`config.mk`:
```
export PLATFORM = sky130hd
export DESIGN_NAME = eir_router
export DESIGN_NICKNAME = d
export VERILOG_FILES = /design/src/shared/eir_pkg.sv /design/src/shared/eir_sync_if.sv /design/src/hw/eir_router.sv /design/src/hw/eir_sync.sv
export SDC_FILE = /design/constraint.sdc
export NUM_CORES = 1
export LEC_CHECK = 0
export ABC_AREA = 1
export ABC_CLOCK_PERIOD_IN_PS = 800
export BUFFER_PORTS_ARGS = -buffer_cell sky130_fd_sc_hd__buf_2
export CAP_MARGIN = 10
export CORE_MARGIN = 5
export CORE_UTILIZATION = 43
export CTS_CLUSTER_SIZE = 12
export DETAILED_ROUTE_END_ITERATION = 6
export HOLD_SLACK_MARGIN = 0.06
export PLACE_DENSITY = 0.72
export SLEW_MARGIN = 5
export SYNTH_ARGS = -nofsm -noshare
export SYNTH_HDL_FRONTEND = slang
export SYNTH_SLANG_ARGS = --single-unit
```
`constraint.sdc`:
```
create_clock -name core_clk -period 0.8 [get_ports core_clk]
set_input_delay 0 -clock core_clk [delete_from_list [all_inputs] [get_ports core_clk]]
set_output_delay 0 -clock core_clk [all_outputs]
set_load 0.01 [all_outputs]
```
`src/shared/eir_pkg.sv`:
```
`default_nettype none
package eir_pkg;
  // Line counts
  localparam int EIR_ROUTABLE_LINES = 4;
  localparam int EIR_CORE_ONLY_LINES = 4;
  localparam int EIR_CORE_LINES = EIR_ROUTABLE_LINES + EIR_CORE_ONLY_LINES;
  // Synchroniser depth in flops
  localparam int EIR_SYNC_STAGES = 2;
  // Reset values
  localparam logic       EIR_SYNC_RST_N = 1'h1;
  localparam logic [3:0] EIR_ROUTE_RST  = 4'h0;
  localparam logic [3:0] EIR_NONE4      = 4'h0;
  // Event code width: zero means idle, 1 is the non-maskable request,
  // 2 + n is external line n; lower code wins
  localparam int EIR_CODE_W = 4;
  localparam logic [3:0] EIR_CODE_IDLE = 4'h0;
  localparam logic [3:0] EIR_CODE_NMI  = 4'h1;
  localparam logic [3:0] EIR_CODE_XBASE = 4'h2;
  // Route select per line: value of a routing bit
  localparam logic EIR_TO_CORE = 1'h0;
  localparam logic EIR_TO_HOST = 1'h1;
endpackage
`default_nettype wire

```
`src/shared/eir_sync_if.sv`:
```
`timescale 1ns/100ps
`default_nettype none
// Carries raw asynchronous request levels into the synchroniser and the
// clean levels back to the router
interface eir_sync_if #(parameter int W = 9);
  logic [W-1:0] raw_n;
  logic [W-1:0] clean_n;
  modport router (output raw_n, input clean_n);
  modport sync   (input raw_n, output clean_n);
endinterface
`default_nettype wire

```
`src/hw/eir_router.sv`:
```
`timescale 1ns/100ps
`default_nettype none
module eir_router
  import eir_pkg::*;
(
  // Clock and reset
  input  wire logic                              core_clk,
  input  wire logic                              rst,
  // Board request lines, asynchronous, active low
  input  wire logic                              nmi_req_n,
  input  wire logic [eir_pkg::EIR_ROUTABLE_LINES-1:0]  ext_irq_routable_n,
  input  wire logic [eir_pkg::EIR_CORE_ONLY_LINES-1:0] ext_irq_core_only_n,
  // Per-line route setting, 1 sends line n to the host
  input  wire logic [eir_pkg::EIR_ROUTABLE_LINES-1:0]  route_to_host,
  // Core side
  output logic                                   core_nmi,
  output logic [eir_pkg::EIR_CORE_LINES-1:0]     core_irq,
  output logic [eir_pkg::EIR_CODE_W-1:0]         core_event_code,
  // Host open-drain lines: out is always 0, oe high pulls low
  output logic                                   host_irq_a_n_o,
  output logic                                   host_irq_a_n_oe,
  output logic                                   host_irq_b_n_o,
  output logic                                   host_irq_b_n_oe,
  output logic                                   host_irq_c_n_o,
  output logic                                   host_irq_c_n_oe,
  output logic                                   host_irq_d_n_o,
  output logic                                   host_irq_d_n_oe
);
  import eir_pkg::*;

  localparam int NIN = 1 + EIR_CORE_LINES;
  localparam int HOST_LINES = 4;

  // Only four host lines exist, so the routable group cannot grow; the event
  // code must also be wide enough for the base code plus the highest line
  if (EIR_ROUTABLE_LINES != HOST_LINES) begin : g_routable_check
    $error("eir_router: routable line count must match the host lines");
  end
  if ((1 << EIR_CODE_W) < (EIR_CODE_XBASE + EIR_CORE_LINES)) begin : g_code_check
    $error("eir_router: event code too narrow for the line count");
  end

  eir_sync_if #(.W(NIN)) lvl ();

  // Every request enters through the synchroniser before any use
  assign lvl.raw_n = {ext_irq_core_only_n, ext_irq_routable_n, nmi_req_n};

  eir_sync #(.W(NIN)) u_sync (
    .core_clk (core_clk),
    .rst      (rst),
    .lvl      (lvl)
  );

  logic                         nmi_lvl;
  logic [EIR_CORE_LINES-1:0]    ext_lvl;
  assign nmi_lvl = ~lvl.clean_n[0];
  assign ext_lvl = ~lvl.clean_n[NIN-1:1];

  logic [EIR_ROUTABLE_LINES-1:0] route_q, route_d;
  logic                          core_nmi_q, core_nmi_d;
  logic [EIR_CORE_LINES-1:0]     core_irq_q, core_irq_d;
  logic [EIR_CODE_W-1:0]         code_q, code_d;
  logic [EIR_ROUTABLE_LINES-1:0] host_q, host_d;

  // Next values: route split, dedicated levels and priority code
  always_comb begin
    route_d    = route_to_host;
    core_nmi_d = nmi_lvl;
    core_irq_d = ext_lvl;
    host_d     = EIR_NONE4;
    for (int i = 0; i < EIR_ROUTABLE_LINES; i++) begin
      if (route_q[i] == EIR_TO_HOST) begin
        core_irq_d[i] = 1'b0;
        host_d[i]     = ext_lvl[i];
      end
    end
    // Lowest priority first; the loop runs high to low so the lowest index wins, then NMI overrides
    code_d = EIR_CODE_IDLE;
    for (int i = EIR_CORE_LINES - 1; i >= 0; i--) begin
      if (core_irq_d[i]) begin
        code_d = EIR_CODE_XBASE + EIR_CODE_W'(i);
      end
    end
    if (nmi_lvl) begin
      code_d = EIR_CODE_NMI;
    end
  end

  // Registered outputs; a host line simply follows its source level, so it
  // holds until the driver quiets the source
  always_ff @(posedge core_clk) begin
    if (rst) begin
      route_q    <= EIR_ROUTE_RST;
      core_nmi_q <= 1'b0;
      core_irq_q <= '0;
      code_q     <= EIR_CODE_IDLE;
      host_q     <= EIR_NONE4;
    end else begin
      route_q    <= route_d;
      core_nmi_q <= core_nmi_d;
      core_irq_q <= core_irq_d;
      code_q     <= code_d;
      host_q     <= host_d;
    end
  end

  assign core_nmi        = core_nmi_q;
  assign core_irq        = core_irq_q;
  assign core_event_code = code_q;

  // Open drain: never drive high, only enable a low; the level carries no
  // relation to any bus clock
  assign host_irq_a_n_o  = 1'b0;
  assign host_irq_b_n_o  = 1'b0;
  assign host_irq_c_n_o  = 1'b0;
  assign host_irq_d_n_o  = 1'b0;
  assign host_irq_a_n_oe = host_q[0];
  assign host_irq_b_n_oe = host_q[1];
  assign host_irq_c_n_oe = host_q[2];
  assign host_irq_d_n_oe = host_q[3];
endmodule
`default_nettype wire

```
`src/hw/eir_sync.sv`:
```
`timescale 1ns/100ps
`default_nettype none
// Two-flop synchroniser bank for active-low request levels
module eir_sync
  import eir_pkg::*;
#(
  parameter int W = 9
) (
  // Clock and reset
  input  wire logic core_clk,
  input  wire logic rst,
  // Level path
  eir_sync_if.sync  lvl
);
  logic [W-1:0] meta_q, meta_d;
  logic [W-1:0] clean_q, clean_d;

  // Refuse an empty bank at elaboration
  if (W < 1) begin : g_w_check
    $error("eir_sync: W must be at least 1");
  end

  // Next values; first stage feeds only the second
  always_comb begin
    meta_d  = lvl.raw_n;
    clean_d = meta_q;
  end

  // Reset to the idle (high) level so nothing fires out of reset
  always_ff @(posedge core_clk) begin
    if (rst) begin
      meta_q  <= {W{EIR_SYNC_RST_N}};
      clean_q <= {W{EIR_SYNC_RST_N}};
    end else begin
      meta_q  <= meta_d;
      clean_q <= clean_d;
    end
  end

  assign lvl.clean_n = clean_q;
endmodule
`default_nettype wire

```
==> results of run 1 <==
==> where the power goes <==
part / switching (µW) / leakage (µW) / internal [µW]
clock network: 603 / 0.0000375 / 514
registers: 37.1 / 0.000322 / 2030
logic: 137 / 0.000462 / 189
total: 777 / 0.000822 / 2730
==> area by class of cell <==
class / count / area, µm²
flip-flops and latches: 39 / 797.0
fillers: 181 / 782.0
repair buffers: 57 / 435.4
multi-input cells: 68 / 355.3
clock buffers: 7 / 65.06
inverters: 11 / 42.54
well taps: 30 / 37.54
clock inverters: 1 / 7.507
==> critical path, cell delays in order, from the launching register on <==
cell and delay (ns):
dfxtp_1 0.42, nand2_2 0.07, nand2_1 0.05, nand2_1 0.05
nand2_1 0.07, nand2_1 0.05, nand2_1 0.05, nand2_1 0.04
==> layer usage <==
| layer | routed length (µm) | vias to the layer above | track usage (%) | part of all wire, % |
|---|---|---|---|---|
| met3 | 167 | 6 | 3.926 | 8.6 |
| met4 | 78 | 0 | 11.52 | 4.0 |
| met1 | 732 | 382 | 10.63 | 38 |
| li1 | - | 469 | - | - |
| met5 | 0 | - | 0 | 0 |
| met2 | 965 | 31 | 18.79 | 50 |
==> registers in the layout (all words and copies together) (netlist names) <==
register and flops:
core_nmi 1, host_q 4, route_q 4, core_irq 8, core_event_code 4, u_sync.lvl.clean_n 9
u_sync.clean_d 9
==> worst paths after layout <==
| path | from | to | slack [ns] | cells past startpoint |
|---|---|---|---|---|
| worst min-delay path | rst | u_sync.lvl.clean_n[8]$_SDFF_PP1_ | 0.06 | 3 |
| worst max-delay path | u_sync.lvl.clean_n[6]$_SDFF_PP1_ | core_event_code[0]$_SDFF_PP0_ | -0.08 | 7 |
| worst max register to register | u_sync.lvl.clean_n[6]$_SDFF_PP1_ | core_event_code[0]$_SDFF_PP0_ | -0.08 | 7 |
| worst min register to register | u_sync.clean_d[5]$_SDFF_PP1_ | u_sync.lvl.clean_n[5]$_SDFF_PP1_ | 0.41 | 1 |
==> kinds of logic (layout without fill, tap and decap cells) <==
logic type / count (synthesis) / count (layout)
simple gates: 63 / 63
compound gates: 1 / 1
other cells: 1 / 4
flops: 39 / 39
buf+inv: 18 / 76
==> cell usage after synthesis <==
| cell type | number | area, µm² |
|---|---|---|
| conb_1 | 1 | 3.750 |
| nand2_1 | 17 | 63.81 |
| or2_1 | 17 | 106.4 |
| nor2_2 | 1 | 6.260 |
| dfxtp_1 | 39 | 780.8 |
| buf_2 | 3 | 15.01 |
| nor2_1 | 24 | 90.09 |
| clkinv_1 | 1 | 3.750 |
| nor3_1 | 1 | 5.000 |
| nand3_1 | 2 | 10.01 |
| a21oi_1 | 1 | 5.000 |
| inv_1 | 9 | 33.78 |
| buf_4 | 4 | 30.03 |
| or2_2 | 1 | 6.260 |
| inv_2 | 1 | 3.750 |
==> metrics by stage <==
stage,instance area [µm²],util [%]
finish,1740,69.00
global route,1740,69.00
CTS,1659,65.77
detailed placement,1391,55.16
global placement,1391,55.16
floorplan,1186,-
==> timing repair <==
action,CTS,global route
endpoints found under the hold margin,19,3
buffers inserted,1,0
pin swaps,6,6
resized for setup,6,21
setup endpoints to repair,5,22
hold buffers,18,2
cloned,0,0
==> layout by cell type (no fill, tap or decap), drive strengths merged <==
cell type    instances
dfxtp               39
nor3                 1
dlygate4sd3         19
a21oi                1
inv                 10
nand2               17
or2                 18
clkbuf               7
conb                 4
clkinvlp             1
clkinv               1
nor2                25
buf                 38
nand3                2
==> reports/metrics.csv, run 1 <==
stage;metric;value;unit
status;status;finished, violations left;
timing;report.final.slew_viol_count;0;
routing;drcViolationCount;0;
timing;fin_crit_sh;110.1;%
placement;dp.cells;185;
timing;setup_ws;-0.08063;ns
synth;synthMuxAreaShare;0;%
cells_and_area;n_antenna_cell;0;
timing;finalHoldViolCount;0;
grt;grt_use_total;11.41;%
grt;grt_start_max_net_pins;19;
routing;wl_per_cell;9.122;µm
synth;synthesis.area;1164;µm²
synth;avgSynthCellArea;9.538;µm²
die;dieWidth;62.02;µm
die;core;2522;µm²
placement;io_buffers;31;
worst_setup_path;crit_fanout;4;
clocking;clk_pin_slew;0.11;ns
worst_setup_path;criticalPathCategory;register to register;
clocking;cts.sinks;39;
worst_setup_path;cp-end-kind;register;
cells_and_area;syn2layout_area_growth;49.57;%
synth;yosysWarnings;0;
timing;rsz0062_at_grt;yes;
pwr;power_density;2014;nW/µm²
timing;fin_crit;0.8806;ns
cells_and_area;layout.cells.non_filler;213;
synth;synth-xor-area-share;0;%
worst_setup_path;cp.arrival;1.13;ns
routing;finalWirelength;1.943;mm
synth;synth-simple-area-share;24.73;%
grt;overflow;0;
clocking;clock_latency;0.34;ns
synth;synth_fa_ha_area_share;0;%
synth;synth_cell_types;15;
die;die_h;62.02;µm
clocking;cts_tree;yes;
die;start_util;46.13;%
job;maxCapViolCount;0;
grt;first_global_vias;784;
pwr;vdd_drop_max;1.581;mV
die;num_io_pins;36;
synth;synth_compound_area_share;0.4301;%
timing;fin_setup_tns;-0.1661;ns
synth;synth_cells;122;
worst_setup_path;start_kind;register;
routing;dr.first_iter.drc_count;4;
grt;antenna_found_initial;0;
cells_and_area;layout-drive-gt1-share;40.44;%
worst_setup_path;crit_required;1.05;ns
die;die_area;3846;µm²
placement;place_ws;-0.04726;ns
die;row_count;18;
synth;ys_seq_area_share;67.10;%
clocking;cts_buffer_depth;2;
routing;firstDrtPassIters;3;
routing;vias;888;
routing;vias_per_cell;4.169;
timing;hold_slack;0.06070;ns
routing;ant_nets;0;
placement;routabilityCongestion;0.7170;
timing;setup_viol;4;
pwr;leakage;0.0008218;µW
clocking;cts_buffers;5;
synth;synth_top_family_by_area;simple AND/OR/NAND/NOR gates;
status;violations;setup timing;
clocking;cts-root-buf;clkbuf_4;
pwr;finalPower;3504;µW
synth;ys_ff_latch;39;
placement;dpl.hpwl;1.233;mm
worst_hold_path;hp-class;primary input to register;
grt;grt_pass1_wl;3.008;mm
timing;clock.fmax;1136;MHz
cells_and_area;nets;197;
clocking;cts_max_level;2;
timing;skew;0.008045;ns
Note: power is estimated with default switching activity, not from simulation.
==> run 2: changes to the inputs <==
ABC_CLOCK_PERIOD_IN_PS = 900   (was 800)
CORE_UTILIZATION = 48   (was 43)
PLACE_DENSITY = 0.76   (was 0.72)
clock period = 0.9 ns   (was 0.8 ns; I/O delays follow)
==> run 2 against run 1 <==
The run now ends clean. Count of clock-buffer cells in the layout down 1. Utilization rose by 4.4 points. Non-clock buffer count decreased by 4. Clock skew is 0.0015 ns lower. Combinational power decreased by 15%. Setup slack better by 0.087 ns. Fmax fell by 1.5%. Critical endpoint unchanged. Register-to-register slack gained 0.09 ns.
==> reports/metrics.csv, run 2 (synthesized netlist as in run 1, its figures left out) <==
stage;metric;value;unit;change
status;status;finished clean;;
pwr;power_density;1787;nW/µm²;-11%
timing;clock.fmax;1118;MHz;-1.5%
pwr;vdd_drop_max;1.193;mV;-25%
worst_setup_path;criticalPathCategory;register to register;;
worst_setup_path;crit_chain;nor2_4 -> inv_1 -> nand2_1 -> nand2_1 -> nand2_1 -> nand2_1 -> nand2_1;;
grt;overflow;0;;unchanged
routing;vias_per_cell;4.335;;+4.0%
timing;fin_crit;0.8941;ns;+0.01345 ns
die;num_io_pins;36;;unchanged
worst_setup_path;cp-end-kind;register;;
die;start_util;51.61;%;+5.5 points
routing;drcViolationCount;0;;unchanged
worst_setup_path;crit_fanout;2;;-2
clocking;cts_buffers;5;;unchanged
placement;io_buffers;31;;unchanged
routing;wl_per_cell;10.50;µm;+15%
placement;place_ws;0.03052;ns;+0.07778 ns
worst_setup_path;slowest_stage;dfxtp_2;;
routing;ant_nets;0;;unchanged
clocking;cts-root-buf;clkbuf_4;;
job;maxCapViolCount;0;;unchanged
routing;firstDrtPassIters;4;;+1
placement;placed_cell_area;1340;µm²;-3.7%
cells_and_area;nets;193;;-2.0%
routing;finalWirelength;2.164;mm;+11%
routing;vias;893;;+0.56%
die;dieWidth;59.24;µm;-4.5%
grt;antenna_found_initial;0;;unchanged
grt;first_global_vias;800;;+2.0%
cells_and_area;fin_area;1655;µm²;-4.9%
die;core;2255;µm²;-11%
worst_setup_path;crit_required;1.19;ns;+0.14 ns
grt;grt_use_total;13.10;%;+1.7 points
placement;routabilityCongestion;0.7658;;+6.8%
timing;fin_crit_sh;99.34;%;-11 points
die;row_count;17;;-1
worst_setup_path;cp.arrival;1.18;ns;+0.05 ns
timing;report.final.slew_viol_count;0;;unchanged
clocking;cts.sinks;39;;unchanged
cells_and_area;layout-drive-gt1-share;36.52;%;-3.9 points
timing;setup_ws;0.005917;ns;+0.08655 ns
die;die_area;3509;µm²;-8.8%
cells_and_area;nFillCells;164;;-9.4%
worst_hold_path;hp-class;primary input to register;;
cells_and_area;n_antenna_cell;0;;unchanged
timing;hold_slack;0.06630;ns;+0.005602 ns
clocking;clock_latency;0.33;ns;about the same
timing;rsz0062_at_grt;yes;;
pwr;finalPower;2959;µW;-16%
grt;grt_pass1_wl;3.263;mm;+8.5%
pwr;leakage;0.0008077;µW;-1.7%
placement;dpl.hpwl;1.284;mm;+4.2%
clocking;cts_buffer_depth;2;;unchanged
clocking;cts_tree;yes;;
placement;dp.cells;178;;-3.8%
cells_and_area;final_common_cell;buf_2;;
clocking;clk_pin_slew;0.10;ns;about the same
cells_and_area;syn2layout_area_growth;42.26;%;
clocking;cts_max_level;2;;unchanged
worst_setup_path;start_kind;register;;
timing;skew;0.006498;ns;-0.001547 ns
worst_setup_path;cp_common_cell;nand2_1;;
timing;finalHoldViolCount;0;;unchanged
cells_and_area;layout.cells.non_filler;206;;-3.3%
cells_and_area;final_cell_mix;buf_2, dfxtp_1, nor2_1;;
grt;grt_start_max_net_pins;19;;unchanged
routing;dr.first_iter.drc_count;12;;+8
timing;setup_viol;0;;-4
die;die_h;59.24;µm;-4.5%
worst_setup_path;worst_path_largest_cell_delay;0.35;ns;-0.07 ns
run 2: layer usage:
layer,vias up,global-route usage (%),wire [µm]
met2,32,22.31,1115
met3,8,5.882,193
met1,395,11.86,778
li1,458,-,-
met5,-,0,0
met4,0,10.36,77
run 2: worst max-delay path: cells and delay by family (launching register included):
| kind | cells | cell delay [ns] |
|---|---|---|
| AND/OR/NAND/NOR | 6 | 0.42 |
| flip-flops | 1 | 0.35 |
| buffers and inverters | 1 | 0.08 |
run 2: stage by stage:
stage               util [%]   TNS, ns
finish                 73.42         0
floorplan                  -         0
global route           73.42  -0.07910
detailed placement     59.43         0
CTS                    69.92         0
global placement       59.43         0
run 2: final timing paths:
| kind | start | end | cells after the start | slack [ns] |
|---|---|---|---|---|
| worst max-delay path | route_q[3]$_SDFF_PP0_ | core_event_code[0]$_SDFF_PP0_ | 7 | 0.006 |
| worst min-delay path | rst | u_sync.lvl.clean_n[0]$_SDFF_PP1_ | 3 | 0.07 |
| worst max register to register | route_q[3]$_SDFF_PP0_ | core_event_code[0]$_SDFF_PP0_ | 7 | 0.006 |
| worst min register to register | u_sync.clean_d[4]$_SDFF_PP1_ | u_sync.lvl.clean_n[4]$_SDFF_PP1_ | 1 | 0.41 |
run 2: repair_timing:
item | CTS | global route
hold endpoints to repair | 22 | 0
hold buffers | 18 | 0
endpoints found under the setup margin | 0 | 4
setup buffers | 0 | 3
gates resized for setup | 0 | 24
run 2: report_power, final:
part	switching (µW)	internal, µW
logic	125	152
clock network	487	361
registers	33.3	1800
total	646	2310
run 2: final cells by class:
| class | instances | area, µm² | share of cell area [%] |
|---|---|---|---|
| repair buffers | 53 | 380.4 | 22.98 |
| flip-flops and latches | 39 | 792.0 | 47.85 |
| inverters | 11 | 41.29 | 2.494 |
| clock inverters | 1 | 5.005 | 0.3023 |
| multi-input cells | 68 | 350.3 | 21.16 |
| well taps | 28 | 35.03 | 2.116 |
| clock buffers | 6 | 51.30 | 3.099 |
